===== src/rtl/tfp_pkg.sv =====
// Constants and types shared by the temperature fan PWM controller
package tfp_pkg;
    // Temperature code width, signed degrees C
    localparam int TEMP_W = 8;
    // System clock and PWM timebase
    localparam longint CLK_HZ = 40000000;
    localparam longint PWM_HZ = 15;
    // Each PWM period is split into ten duty slots of 10%
    localparam int SLOT_COUNT = 10;
    localparam longint SLOT_CYC_L = CLK_HZ / (PWM_HZ * SLOT_COUNT);
    localparam int SLOT_CYC = int'(SLOT_CYC_L);
    localparam int SLOT_W = 20;
    localparam logic [3:0] SLOT_LAST = 4'h9;
    // Start-up and missing-pulse windows counted in PWM periods
    localparam logic [5:0] STARTUP_PERIODS = 6'h20;
    localparam logic [5:0] MISS_PERIODS = 6'h20;
    // Overheat trip offset above full speed and release hysteresis, degrees C
    localparam logic signed [TEMP_W-1:0] OVERHEAT_OFFSET = 8'sh0A;
    localparam logic signed [TEMP_W-1:0] OVERHEAT_HYST = 8'sh05;
    // Duty in slots: 4 means 40%
    localparam logic [3:0] DUTY_OFF = 4'h0;
    localparam logic [3:0] DUTY_MIN = 4'h4;
    localparam logic [3:0] DUTY_BAND0 = 4'h5;
    localparam logic [3:0] DUTY_FULL = 4'hA;
    // Status / mask bit positions
    localparam int EV_FAULT = 0;
    localparam int EV_OVERHEAT = 1;
    localparam int EV_RETRY = 2;
    localparam int EV_W = 3;
    // Register byte addresses
    localparam logic [3:0] REG_STATUS = 4'h0;
    localparam logic [3:0] REG_MASK = 4'h4;
    localparam logic [3:0] REG_TEMP = 4'h8;
    localparam logic [3:0] REG_STATE = 4'hC;
    // Operating states of the fan drive
    typedef enum logic [2:0] {TFP_OFF, TFP_START, TFP_RUN, TFP_RETRY, TFP_FAULT} tfp_state_t;
endpackage


===== src/rtl/tfp_fan_ctrl.sv =====
// Temperature driven fan PWM controller with fault detect, overheat alert and register slave
// Functional notes
// Stored junction temperature compared with threshold set to pick drive level.
// Six thresholds: minimum, full, four equally spaced between them.
// Minimum-speed variant: 40% below lowest, 50..90% per band, 100% at full.
// Auto-shutdown variant: output off below minimum, otherwise same duty steps.
// PWM near 15Hz; its period is the start-up timer timebase.
// Starting from off forces drive high for about two seconds.
// Alert goes low, duty 100%, once temperature exceeds full threshold by 10.
// Sense pulses caused by PWM turn-on are blanked before detection.
// Missing pulses only checked outside shutdown.
// First missing-pulse detection retriggers start-up once; fault only if persisting.
// No pulses for 32 PWM periods: PWM low, fault output asserted.
// After fault stay latched in shutdown with PWM low until released.
// Toggling shutdown input or power cycle clears fault and leaves shutdown.
// Fault output stays high while in shutdown.
// Temperature monitoring and alert continue during shutdown.
// Shutdown input asserted holds PWM low and fault output high.
// Alert released only when temperature falls 5 below the trip point.
// Thresholds and variant are static parameters; temperature arrives as a code.
//
// The register offsets and the Avalon-MM register port were decided locally.
`timescale 1ns/100ps
`default_nettype none
module tfp_fan_ctrl
#(
    parameter logic signed [7:0] LOW_THRESHOLD = 8'sh19,
    parameter logic signed [7:0] FULL_THRESHOLD = 8'sh2D,
    parameter bit AUTO_SHUTDOWN = 1'b0,
    parameter int SLOT_CYCLES = tfp_pkg::SLOT_CYC
)
(
    // Clock and reset
    input wire logic ref_clk,
    input wire logic rst_n,
    // Temperature code from the sensing front end
    input wire logic signed [tfp_pkg::TEMP_W-1:0] junction_temperature,
    input wire logic tempValid,
    // Fan link
    input wire logic senseIn,
    input wire logic shutdown_request_n,
    output logic pwmOut,
    output logic faultOut_n,
    output logic overheatAlert_n,
    // Avalon-MM slave
    input wire logic [3:0] avs_address,
    input wire logic avs_read,
    input wire logic avs_write,
    input wire logic [31:0] avs_writedata,
    output logic [31:0] avs_readdata,
    output logic avs_waitrequest,
    // Interrupt
    output logic irq
);
    import tfp_pkg::*;

    logic signed [TEMP_W-1:0] tempHold_ff;
    logic [SLOT_W-1:0] slotCnt_ff;
    logic [3:0] slotIdx_ff;
    logic [3:0] duty_ff;
    tfp_state_t state_ff;
    tfp_state_t nxt_state;
    logic [5:0] periodCnt_ff;
    logic [5:0] missCnt_ff;
    logic shdnPrev_ff;
    logic pwmPrev_ff;
    logic overheat_ff;
    logic [EV_W-1:0] status_ff;
    logic [EV_W-1:0] mask_ff;
    logic [EV_W-1:0] evSet;
    logic ackPending_ff;
    logic [3:0] nxt_duty;
    logic periodEnd;
    logic shutdownPin;
    logic senseValid;
    logic drive;
    logic signed [TEMP_W-1:0] tripPoint;
    logic signed [TEMP_W-1:0] releasePoint;

    // Threshold k of six: k=0 low, k=5 full, equal steps between
    function automatic logic signed [TEMP_W-1:0] thresh(input logic [2:0] k);
        logic signed [TEMP_W+3:0] span;
        span = 12'(FULL_THRESHOLD - LOW_THRESHOLD) * $signed({9'h000, k});
        thresh = TEMP_W'(LOW_THRESHOLD + TEMP_W'(span / 12'sh005));
    endfunction

    assign shutdownPin = ~shutdown_request_n;
    assign periodEnd = (slotCnt_ff == SLOT_W'(SLOT_CYCLES - 1)) && (slotIdx_ff == SLOT_LAST);
    assign tripPoint = FULL_THRESHOLD + OVERHEAT_OFFSET;
    assign releasePoint = tripPoint - OVERHEAT_HYST;

    // Latest temperature code is the compared register
    always_ff @(posedge ref_clk)
    begin
        if (!rst_n)
            tempHold_ff <= '0;
        else if (tempValid)
            tempHold_ff <= junction_temperature;
    end

    // Duty selection from the threshold bands
    always_comb
    begin
        nxt_duty = AUTO_SHUTDOWN ? DUTY_OFF : DUTY_MIN;
        for (int k = 0; k < 6; k++)
        begin
            if (tempHold_ff >= thresh(3'(k)))
                nxt_duty = DUTY_BAND0 + 4'(k);
        end
    end

    // Duty is only adopted at period boundaries so a pulse never gets clipped
    always_ff @(posedge ref_clk)
    begin
        if (!rst_n)
            duty_ff <= DUTY_OFF;
        else if (periodEnd)
            duty_ff <= nxt_duty;
    end

    // Free-running PWM timebase: ten slots per ~15Hz period
    always_ff @(posedge ref_clk)
    begin
        if (!rst_n)
        begin
            slotCnt_ff <= '0;
            slotIdx_ff <= '0;
        end
        else if (slotCnt_ff == SLOT_W'(SLOT_CYCLES - 1))
        begin
            slotCnt_ff <= '0;
            slotIdx_ff <= (slotIdx_ff == SLOT_LAST) ? 4'h0 : slotIdx_ff + 4'h1;
        end
        else
            slotCnt_ff <= slotCnt_ff + SLOT_W'(1);
    end

    // Overheat alert with hysteresis, runs even during shutdown
    always_ff @(posedge ref_clk)
    begin
        if (!rst_n)
            overheat_ff <= 1'b0;
        else if (tempHold_ff > tripPoint)
            overheat_ff <= 1'b1;
        else if (tempHold_ff <= releasePoint)
            overheat_ff <= 1'b0;
    end

    // Fan state sequencing
    always_comb
    begin
        nxt_state = state_ff;
        case (state_ff)
            TFP_OFF:
                if (!shutdownPin && nxt_duty != DUTY_OFF)
                    nxt_state = TFP_START;
            TFP_START:
                if (shutdownPin)
                    nxt_state = TFP_OFF;
                else if (periodEnd && periodCnt_ff == STARTUP_PERIODS - 6'h01)
                    nxt_state = TFP_RUN;
            TFP_RUN:
                if (shutdownPin)
                    nxt_state = TFP_OFF;
                else if (duty_ff == DUTY_OFF && nxt_duty == DUTY_OFF)
                    nxt_state = TFP_OFF;
                else if (periodEnd && missCnt_ff == MISS_PERIODS - 6'h01)
                    nxt_state = TFP_RETRY;
            TFP_RETRY:
                if (shutdownPin)
                    nxt_state = TFP_OFF;
                else if (periodEnd && missCnt_ff == MISS_PERIODS - 6'h01)
                    nxt_state = TFP_FAULT;
                else if (periodEnd && periodCnt_ff == STARTUP_PERIODS - 6'h01 && missCnt_ff != periodCnt_ff)
                    nxt_state = TFP_RUN;
            TFP_FAULT:
                if (shutdownPin && !shdnPrev_ff)
                    nxt_state = TFP_OFF;
            default:
                nxt_state = TFP_OFF;
        endcase
    end

    always_ff @(posedge ref_clk)
    begin
        if (!rst_n)
            state_ff <= TFP_OFF;
        else
            state_ff <= nxt_state;
    end

    always_ff @(posedge ref_clk)
    begin
        if (!rst_n)
            shdnPrev_ff <= 1'b0;
        else
            shdnPrev_ff <= shutdownPin;
    end

    // Start-up window counted in PWM periods, restarted on entry
    always_ff @(posedge ref_clk)
    begin
        if (!rst_n || nxt_state != state_ff)
            periodCnt_ff <= '0;
        else if (periodEnd && periodCnt_ff != STARTUP_PERIODS)
            periodCnt_ff <= periodCnt_ff + 6'h01;
    end

    // Blank sense pulses in the clock cycle in which PWM turns on
    always_ff @(posedge ref_clk)
    begin
        if (!rst_n)
            pwmPrev_ff <= 1'b0;
        else
            pwmPrev_ff <= pwmOut;
    end
    assign senseValid = senseIn && !(pwmOut && !pwmPrev_ff);

    // Missing-pulse detector: periods since last sense pulse
    // Restarted on every state change so the retry window counts its own 32 periods
    always_ff @(posedge ref_clk)
    begin
        if (!rst_n || state_ff == TFP_OFF || state_ff == TFP_FAULT || shutdownPin)
            missCnt_ff <= '0;
        else if (nxt_state != state_ff)
            missCnt_ff <= '0;
        else if (senseValid)
            missCnt_ff <= '0;
        else if (periodEnd && missCnt_ff != MISS_PERIODS)
            missCnt_ff <= missCnt_ff + 6'h01;
    end

    // Drive level: forced high in start windows, duty in run, low otherwise
    always_comb
    begin
        case (state_ff)
            TFP_START, TFP_RETRY:
                drive = 1'b1;
            TFP_RUN:
                drive = (slotIdx_ff < duty_ff);
            default:
                drive = 1'b0;
        endcase
    end

    // Outputs registered; shutdown pin overrides drive and fault
    always_ff @(posedge ref_clk)
    begin
        if (!rst_n)
        begin
            pwmOut <= 1'b0;
            faultOut_n <= 1'b1;
            overheatAlert_n <= 1'b1;
        end
        else
        begin
            pwmOut <= drive && !shutdownPin;
            faultOut_n <= !(state_ff == TFP_FAULT) || shutdownPin;
            overheatAlert_n <= !overheat_ff;
        end
    end

    // Events: fault entry, overheat rise, retry entry
    assign evSet[EV_FAULT] = (nxt_state == TFP_FAULT) && (state_ff != TFP_FAULT);
    assign evSet[EV_OVERHEAT] = (tempHold_ff > tripPoint) && !overheat_ff;
    assign evSet[EV_RETRY] = (nxt_state == TFP_RETRY) && (state_ff != TFP_RETRY);

    // Sticky status, write one to clear; a new event wins over the clear
    always_ff @(posedge ref_clk)
    begin
        if (!rst_n)
            status_ff <= '0;
        else if (avs_write && !avs_waitrequest && avs_address == REG_STATUS)
            status_ff <= (status_ff & ~avs_writedata[EV_W-1:0]) | evSet;
        else
            status_ff <= status_ff | evSet;
    end

    always_ff @(posedge ref_clk)
    begin
        if (!rst_n)
            mask_ff <= '0;
        else if (avs_write && !avs_waitrequest && avs_address == REG_MASK)
            mask_ff <= avs_writedata[EV_W-1:0];
    end

    assign irq = |(status_ff & mask_ff);

    // One wait cycle per access keeps read data registered
    always_ff @(posedge ref_clk)
    begin
        if (!rst_n)
            ackPending_ff <= 1'b0;
        else
            ackPending_ff <= (avs_read || avs_write) && !ackPending_ff;
    end
    assign avs_waitrequest = (avs_read || avs_write) && !ackPending_ff;

    // Read mux; unmapped addresses read zero, writes there are dropped
    always_ff @(posedge ref_clk)
    begin
        if (!rst_n)
            avs_readdata <= '0;
        else if (avs_read && !ackPending_ff)
        begin
            case (avs_address)
                REG_STATUS: avs_readdata <= {29'h0, status_ff};
                REG_MASK: avs_readdata <= {29'h0, mask_ff};
                REG_TEMP: avs_readdata <= {24'h0, tempHold_ff};
                REG_STATE: avs_readdata <= {20'h0, duty_ff, 1'b0, state_ff, overheat_ff, shutdownPin, faultOut_n, pwmOut};
                default: avs_readdata <= '0;
            endcase
        end
    end
endmodule
`default_nettype wire


===== config.mk =====
export PLATFORM = sky130hd
export DESIGN_NAME = tfp_fan_ctrl
export DESIGN_NICKNAME = d
export VERILOG_FILES = /design/src/rtl/tfp_pkg.sv /design/src/rtl/tfp_fan_ctrl.sv
export SDC_FILE = /design/constraint.sdc
export NUM_CORES = 1
export LEC_CHECK = 0
export BUFFER_PORTS_ARGS = -buffer_cell sky130_fd_sc_hd__buf_2
export CORE_ASPECT_RATIO = 0.75
export CORE_UTILIZATION = 40
export CTS_BUF_LIST = sky130_fd_sc_hd__clkbuf_16
export DETAILED_ROUTE_END_ITERATION = 8
export GPL_TIMING_DRIVEN = 0
export PLACE_DENSITY_LB_ADDON = 0.12
export SLEW_MARGIN = 20
export SYNTH_ARGS = -nofsm -noshare
export SYNTH_HDL_FRONTEND = slang
export SYNTH_SLANG_ARGS = --single-unit

===== constraint.sdc =====
create_clock -name ref_clk -period 2 [get_ports ref_clk]
set_input_delay 0 -clock ref_clk [delete_from_list [all_inputs] [get_ports ref_clk]]
set_output_delay 0 -clock ref_clk [all_outputs]
set_load 0.02 [all_outputs]

; After elaboration in Yosys (flattened, before gate mapping)
; Index checks and enable logic that the tools add are counted.
[totals]
reg_bits = 96
latchBits = 0
ram_bits = 0
rom_bits = 0
in_bits = 51
out_inout_bits = 37
wordCells = 123
memories = 0
[classes]
addsub = 4
n_mul = 0
div = 0
n_lt_le_gt_ge = 9
n_eq_ne = 19
n_shift = 0
mux = 23
bitwise = 7
n_reduce_logical = 44
[ops]
columns = operator, count
row1 = $pmux W12 S4, 1
row2 = $mux W3, 11
row3 = $ge A8 B7 Y1 const B, 4
row4 = $mux W4, 6
row5 = $add A20 B1 Y20 const B, 1
row6 = $eq A20 B19 Y1 const B, 1
row7 = $logic_and A1 B1 Y1, 20
row8 = $ge A8 B6 Y1 const B, 2
row9 = $pmux W3 S5, 1
row10 = $add A6 B1 Y6 const B, 2
row11 = $eq A4 B4 Y1 const B, 3
row12 = $eq A6 B5 Y1 const B, 2
row13 = $logic_not A4 Y1, 3
row14 = $ne A6 B6 Y1 const B, 2
row15 = $eq A3 B2 Y1 const B, 3
row16 = $gt A8 B7 Y1 const B, 1
row17 = $le A8 B7 Y1 const B, 1
row18 = $logic_not A1 Y1, 8
row19 = $and A3 B3 Y3, 2
row20 = $eq A3 B3 Y1 const B, 2
row21 = $logic_or A1 B1 Y1, 6
row22 = $ne A6 B6 Y1, 1
row23 = $or A3 B3 Y3, 2
row24 = $reduce_or A3 Y1, 2
row25 = 15 further kinds, 19

; Depth between registers and ports, before layout
; Gate-level depths: netlist (run 1).
[logic_depth]
ltp_word = 16
ltp_mapped = 8
depth_no_buf = 8

; Worst setup path before layout (run 1)
; OpenSTA, ideal clock, no wires.
[synth_timing]
kind = register to register
start = register slotCnt_ff[15]
end = register periodCnt_ff[0]
setup_ns = 0.133
t_arrival_ns = 1.853
t_required_ns = 1.867
slack_ns = 0.014
stages_incl_launch_ff = 7
n_path_buf = 1
period_less_slack_ns = 1.986
path_cell_list = dfxtp_1 > nor4_2 > nand4_2 > or3_1 > buf_2 > o41ai_4 > nor3_1
[synth_between]
elab_chain_cells = 10
elab_cells_between_ends = 17
classes_between = eq/ne: 2 / mux: 9 / reduce/logical: 6
[synth_lines]
columns = item, line_no
row1 = from (decl), tfp_fan_ctrl.sv:58  ; logic [SLOT_W-1:0] slotCnt_ff;
row2 = from (signal assigned), tfp_fan_ctrl.sv:135  ; slotCnt_ff <= slotCnt_ff + SLOT_W'(1);
row3 = $eq A20 B19 Y1 (*), tfp_fan_ctrl.sv:88  ; assign periodEnd = (slotCnt_ff == SLOT_W'(SLOT_CYCLES - 1)) && (slotIdx_ff == SLOT_LAST);
row4 = $logic_and A1 B1 Y1 (*), tfp_fan_ctrl.sv:88
row5 = $logic_and A1 B1 Y1, "tfp_fan_ctrl.sv:160, tfp_fan_ctrl.sv:174"
row6 = $logic_and A1 B1 Y1, tfp_fan_ctrl.sv:174  ; else if (periodEnd && periodCnt_ff == STARTUP_PERIODS - 6'h01 && missCnt_ff != periodCnt_ff)
row7 = $mux W3, tfp_fan_ctrl.sv:174
row8 = $mux W3, tfp_fan_ctrl.sv:172  ; else if (periodEnd && missCnt_ff == MISS_PERIODS - 6'h01)
row9 = $mux W3, tfp_fan_ctrl.sv:170  ; if (shutdownPin)
row10 = $pmux W3 S5, tfp_fan_ctrl.sv:153  ; case (state_ff)
row11 = $ne A3 B3 Y1, tfp_fan_ctrl.sv:203  ; if (!rst_n || nxt_state != state_ff)
row12 = $logic_or A1 B1 Y1, tfp_fan_ctrl.sv:203
row13 = to (signal assigned), tfp_fan_ctrl.sv:206  ; periodCnt_ff <= periodCnt_ff + 6'h01;
row14 = to (decl), tfp_fan_ctrl.sv:63  ; logic [5:0] periodCnt_ff;
; Mark *: on every way between the ends. The rest lies on a longest branch, timed or not.
; A chain may end at the register's enable or synchronous reset.

; Worst setup path after layout (run 1)
[layout_timing]
start = register slotCnt_ff[16]
end = register periodCnt_ff[1]
; Same word-level chain as after synthesis.

==> results of run 1 <==
==> area by class of cell <==
type / instances / area [um2] / share of cell area, %
tap: 128 / 160.2 / 3.275
clock buffer: 9 / 225.2 / 4.605
sequential: 76 / 1525 / 31.18
inverter: 16 / 60.06 / 1.228
timing repair buffer: 61 / 405.4 / 8.289
buffer: 39 / 237.7 / 4.861
multi-input combinational: 335 / 2241 / 45.82
clock inverter: 7 / 36.28 / 0.7419
==> power groups by stage <==
stage / registers (mW) / clock network, mW / logic, mW
after floorplan: 1.59 / 0 / 0.192
after global placement: 1.59 / 0 / 0.260
after detailed placement: 1.59 / 0 / 0.261
after CTS: 1.56 / 1.47 / 0.291
after global routing: 1.56 / 1.54 / 0.327
final: 1.56 / 1.44 / 0.299
==> worst max-delay path: stages (launching register included) <==
cell     delay [ns]
dfxtp_2        0.35
nor4_4         0.35
nand4_4        0.19
or3_1          0.36
buf_6          0.15
a31oi_4        0.19
mux2i_1        0.20
nor3_1         0.06
==> cell usage in the layout (no fill, tap or decap), types with 5 or more instances in the layout <==
master / Yosys / routed
dfxtp_1: 76 / 73
nor2_1: 69 / 65
buf_2: 3 / 36
buf_4: 20 / 33
nand2_1: 30 / 30
a21oi_1: 23 / 22
xor2_1: 21 / 21
conb_1: 1 / 20
inv_1: 15 / 17
nor3_1: 19 / 16
nand3_1: 16 / 16
mux2i_1: 16 / 16
dlygate4sd3_1: 0 / 14
xnor2_1: 11 / 11
nand4_1: 11 / 11
clkbuf_1: 15 / 11
o21ai_0: 9 / 9
ha_1: 9 / 9
clkbuf_16: 0 / 9
or3_1: 6 / 6
and3_1: 5 / 5
a32oi_1: 5 / 5
a31oi_1: 5 / 5
==> kinds of logic after synthesis <==
kind of cell / share of synthesized area [%]
AND/OR/NAND/NOR: 25.07
flip-flops: 39.60
AO/OA/AOI/OAI: 11.56
buffers and inverters: 7.522
XOR/XNOR: 7.294
multiplexers: 5.926
adder cells (fa/ha/maj): 2.931
other: 0.09759
==> per-layer routing <==
layer / part of all wire [%] / vias up / global-route usage (%)
met5: 0 / - / 0
li1: - / 1703 / -
met1: 52 / 1622 / 29.97
met3: 6.7 / 7 / 7.168
met4: 0.80 / 0 / 4.959
met2: 40 / 100 / 26.29
==> path summary, 6_finish.rpt <==
kind	from	endpoint	slack, ns	depth (start not counted)
worst min register to register	overheat_ff	overheatAlert_n	0.43	1
worst max-delay path	slotCnt_ff[16]	periodCnt_ff[1]	0.04	7
worst max register to register	slotCnt_ff[16]	periodCnt_ff[1]	0.04	7
worst min-delay path	avs_address[0]	mask_ff[1]	0.02	4
==> sequential cells by signal, indices dropped and copies added, names as in the netlist, 3 cells and up <==
register and cells:
avs_readdata 12, duty_ff 4, mask_ff 3, missCnt_ff 6
periodCnt_ff 6, slotCnt_ff 20, slotIdx_ff 4, state_ff 3
status_ff 3, tempHold_ff 8
==> metrics by stage <==
step / TNS (ns) / power, mW
2_1_floorplan: 0 / 1.781
3_3_place_gp: -3.740 / 1.851
3_5_place_dp: -4.746 / 1.853
4_1_cts: -0.03642 / 3.315
5_1_grt: -0.4024 / 3.433
6_report: 0 / 3.294
==> what timing repair did <==
item	4_1_cts	5_1_grt
pin swaps	7	4
buffers inserted	7	5
setup endpoints to repair	21	35
resized for setup	17	20
endpoints found under the hold margin	16	0
hold buffers	14	0
==> results.sh, run 1 <==
export IMPL_worstPathRequired_ns=2.22
export IMPL_drt_vias_per_instance=5.115
export IMPL_pre_cts_slack_ns=-0.3737
export IMPL_ys_types=53
export IMPL_grt_max_degree=13
export IMPL_finalCritPeriodShare_pct=97.82
export IMPL_routedWlPerCell_um=13.94
export IMPL_diodes=0
export IMPL_fillerInstances=863
export IMPL_swShare_pct=24.53
export IMPL_port_buffers=35
export IMPL_area_growth_pct=27.29
export IMPL_vdd_drop_max_mv=0.3932
export IMPL_ys_ff_latch=76
export IMPL_status="finished clean"
export IMPL_place_area_um2=4249
export IMPL_synth_top_area_share_pct=39.60
export IMPL_hold_class="in2reg"
export IMPL_fin_ws_ns=0.04365
export IMPL_timing_final_setup_violations=0
export IMPL_dr_pass1_iters=4
export IMPL_synthMostInstantiatedCell="dfxtp_1"
export IMPL_synth_edf_count=0
export IMPL_critPathKind="reg2reg"
export IMPL_rsz0062_at_grt="true"
export IMPL_grt_util_all_layers_pct=19.90
export IMPL_finalClockSkew_ns=0.007186
export IMPL_final_area_um2=4891
export IMPL_die_area_um2=10010
export IMPL_synth_top_area_cell="dfxtp_1"
export IMPL_p_comb_share_pct=9.1
export IMPL_start_kind="flip-flop"
export IMPL_final_cell_count_no_fill=671
export IMPL_grt_pass1_vias=2937
export IMPL_p_int_mw=2.486
export IMPL_yosysSeqAreaShare_pct=39.60
export IMPL_async_flop_share_pct=0
export IMPL_avgSynthCellArea_um2=8.577
export IMPL_syn_inst=448
export IMPL_die_x_um=115.2
export IMPL_worst_ep_arrival_time_ns=2.18
export IMPL_yosysWarningCount=0
export IMPL_finalHoldViolCount=0
export IMPL_synth_top_flop_cell="dfxtp_1"
export IMPL_start_util_pct=41.78
export IMPL_clockBufferDepth=2
export IMPL_ios=88
export IMPL_relSlewSlack_pct=54.61
export IMPL_leakagePower_nw=2.015
export IMPL_fmax_ghz=0.5112
export IMPL_row_count=30
export IMPL_synthTopCellsByArea="dfxtp_1 40%, nor2_1 6.7%, xor2_1 4.8%, mux2i_1 4.2%, buf_4 3.9%"
export IMPL_worstPathMaxFanout=6
export IMPL_drc_errors=0
export IMPL_coreArea_um2=9196
export IMPL_crit_path_end_kind="flip-flop"
export IMPL_die_h_um=86.88
export IMPL_grt_overflow_total=0
export IMPL_cts_max_level=3
export IMPL_fin_crit_ns=1.956
export IMPL_grt_pass1_wl_mm=14.97
export IMPL_root_buffer="clkbuf_16"
export IMPL_holdWs_ns=0.02311
export IMPL_syn_area_um2=3842
export IMPL_drive_gt1_share_pct=21.92
export IMPL_ant_nets=0
export IMPL_nets=598
export IMPL_powerDensity_nw_per_um2=673.4
export IMPL_p_clk_share_pct=43.6
export IMPL_dpl_hpwl_mm=6.769
export IMPL_clock_sinks=76
export IMPL_placed_cells_incl_taps=630
export IMPL_cts_buffers=9
export IMPL_switchingPower_mw=0.8079
export IMPL_cts_tree="yes"
export IMPL_drt_wl_total_mm=9.355
export IMPL_clk_pin_slew_ns=0.06
export IMPL_synthTopCellsByCount="76 x dfxtp_1, 69 x nor2_1, 30 x nand2_1, 23 x a21oi_1, 21 x xor2_1"
export IMPL_gp_congestion=0.8173
export IMPL_cap_violations=0
export IMPL_share_seq_of_total_power_pct=47.3
export IMPL_first_iter_violations=172
export IMPL_antenna_found_initial=0
export IMPL_vias=3432
export IMPL_maxSlewViolCount=0
export IMPL_tightest_slew_ns=0.6747
export IMPL_clkLatencyLatePin_ns=0.34
export IMPL_utilization_pct=53.18
No activity file was read; power rests on OpenSTA's default activity.
==> run 2, diff against run 1 <==
--- a/config.mk
+++ b/config.mk
@@ -7,11 +7,13 @@
 export LEC_CHECK = 0
 export BUFFER_PORTS_ARGS = -buffer_cell sky130_fd_sc_hd__buf_2
 export CORE_ASPECT_RATIO = 0.75
+export CORE_MARGIN = 2
 export CORE_UTILIZATION = 40
 export CTS_BUF_LIST = sky130_fd_sc_hd__clkbuf_16
 export DETAILED_ROUTE_END_ITERATION = 8
 export GPL_TIMING_DRIVEN = 0
 export PLACE_DENSITY_LB_ADDON = 0.12
+export SKIP_LAST_GASP = 1
 export SLEW_MARGIN = 20
 export SYNTH_ARGS = -nofsm -noshare
 export SYNTH_HDL_FRONTEND = slang
==> results.sh, run 2 (synthesis gave the netlist of run 1 again) <==
export IMPL_drc_errors=0
export IMPL_holdWs_ns=0.03951
export IMPL_timing_final_setup_violations=0
export IMPL_use_met2_pct=23.77
export IMPL_cts_tree="yes"
export IMPL_grt_overflow_total=0
export IMPL_drt_vias_per_instance=5.052
export IMPL_finalHoldViolCount=0
export IMPL_worstPathMaxFanout=6
export IMPL_clock_sinks=76
export IMPL_leakagePower_nw=1.987
export IMPL_maxSlewViolCount=0
export IMPL_top_regs="slotCnt_ff x20, avs_readdata x12, tempHold_ff x8"
export IMPL_status="finished clean"
export IMPL_grt_pass1_vias=2890
export IMPL_top_usage_layer="met1"
export IMPL_worstPathRequired_ns=2.22
export IMPL_gp_congestion=0.8264
export IMPL_die_h_um=88.88
export IMPL_tns_ns=0
export IMPL_clk_pin_slew_ns=0.06
export IMPL_start_util_pct=41.78
export IMPL_fmax_ghz=0.5019
export IMPL_powerDensity_nw_per_um2=693.2
export IMPL_antenna_found_initial=0
export IMPL_place_area_um2=4249
export IMPL_coreArea_um2=9196
export IMPL_top_register="slotCnt_ff"
export IMPL_hold_class="in2reg"
export IMPL_crit_path_end_kind="flip-flop"
export IMPL_cts_buffers=9
export IMPL_start_kind="flip-flop"
export IMPL_routedWlPerCell_um=14.10
export IMPL_largest_reg_flops=20
export IMPL_critPathKind="reg2reg"
export IMPL_grt_pass1_wl_mm=14.66
export IMPL_die_area_um2=10410
export IMPL_tightest_slew_ns=0.7160
export IMPL_fin_crit_ns=1.992
export IMPL_final_area_um2=4875
export IMPL_die_x_um=117.2
export IMPL_dpl_hpwl_mm=6.763
export IMPL_vdd_drop_max_mv=0.3939
export IMPL_dr_pass1_iters=5
export IMPL_area_growth_pct=26.86
export IMPL_grt_util_all_layers_pct=18.31
export IMPL_rsz0062_at_grt="true"
export IMPL_final_common_cell="dfxtp_1"
export IMPL_finalClockSkew_ns=0.006368
export IMPL_cap_violations=0
export IMPL_finalCritPeriodShare_pct=99.62
export IMPL_vias=3380
export IMPL_drive_gt1_share_pct=20.70
export IMPL_ios=88
export IMPL_ant_nets=0
export IMPL_nets=597
export IMPL_relSlewSlack_pct=51.83
export IMPL_port_buffers=35
export IMPL_row_count=30
export IMPL_first_iter_violations=279
export IMPL_clkLatencyLatePin_ns=0.33
export IMPL_cts_max_level=3
export IMPL_clockBufferDepth=2
export IMPL_grtUsageMet3_pct=4.315
export IMPL_utilization_pct=53.01
export IMPL_final_cell_count_no_fill=669
export IMPL_root_buffer="clkbuf_16"
export IMPL_diodes=0
export IMPL_worst_ep_arrival_time_ns=2.21
export IMPL_grt_max_degree=12
export IMPL_use_met1_pct=29.74
export IMPL_rrSetupSlack_ns=0.008
export IMPL_placed_cells_incl_taps=630
export IMPL_drt_wl_total_mm=9.430
export IMPL_mostFrequentLayoutCells="70 x dfxtp_1, 67 x nor2_1, 35 x buf_2"
[run 2: cell types whose count changed in the layout (fill, tap and decap cells not counted), sizes merged]
| cell | previous run | this run |
|---|---|---|
| clkinvlp | 2 | 0 |
| bufinv | 0 | 1 |
| buf | 72 | 71 |
[run 2: power by group]
part	total (mW)	internal (mW)	leakage, nW	switching [mW]
Clock	1.52	0.937	0.140	0.585
Combinational	0.299	0.126	1.23	0.173
Sequential	1.56	1.54	0.619	0.0213
[run 2: path summary, 6_finish.rpt]
check        depth (start not counted)           start               to
max                                  7  slotCnt_ff[15]  periodCnt_ff[3]
min                                  4  avs_address[0]       mask_ff[1]
max reg2reg                          7  slotCnt_ff[15]  periodCnt_ff[3]
min reg2reg                          1     overheat_ff  overheatAlert_n
[run 2: cell type report]
cell class / instances / area (um2)
Tap cell: 128 / 160.2
Inverter: 16 / 60.06
Clock buffer: 9 / 225.2
Buffer: 38 / 227.7
Sequential cell: 76 / 1531
Clock inverter: 6 / 48.80
Timing Repair Buffer: 61 / 405.4
Multi-Input combinational cell: 335 / 2216
Fill cell: 876 / 4322
[run 2: repair_timing]
| item | in CTS | in global routing |
|---|---|---|
| resized for setup | 17 | 20 |
| gates cloned | 0 | 1 |
| pin swaps | 7 | 12 |
| setup endpoints to repair | 21 | 24 |
| hold buffers | 14 | 0 |
| endpoints found under the hold margin | 14 | 0 |
| setup buffers | 7 | 4 |
[run 2: worst max-delay path, cell delays in order (launching register included)]
cell,delay [ns]
dfxtp_4,0.36
nor4_4,0.33
nand4_4,0.18
nor3_4,0.31
nand4_1,0.13
o211ai_1,0.26
buf_4,0.24
nor3_1,0.06
[run 2: per-stage QoR]
step	worst slack, ns	total power [mW]
floorplan	0.01367	1.781
global placement	-0.3488	1.851
detailed placement	-0.3341	1.852
CTS	-0.003968	3.408
global route	-0.1189	3.500
finish	0.007530	3.379
[run 2: metal layers]
layer / up-vias / wire [um]
li1: 1702 / -
met5: - / 0
met3: 7 / 692
met1: 1546 / 4970
met4: 0 / 68
met2: 125 / 3700
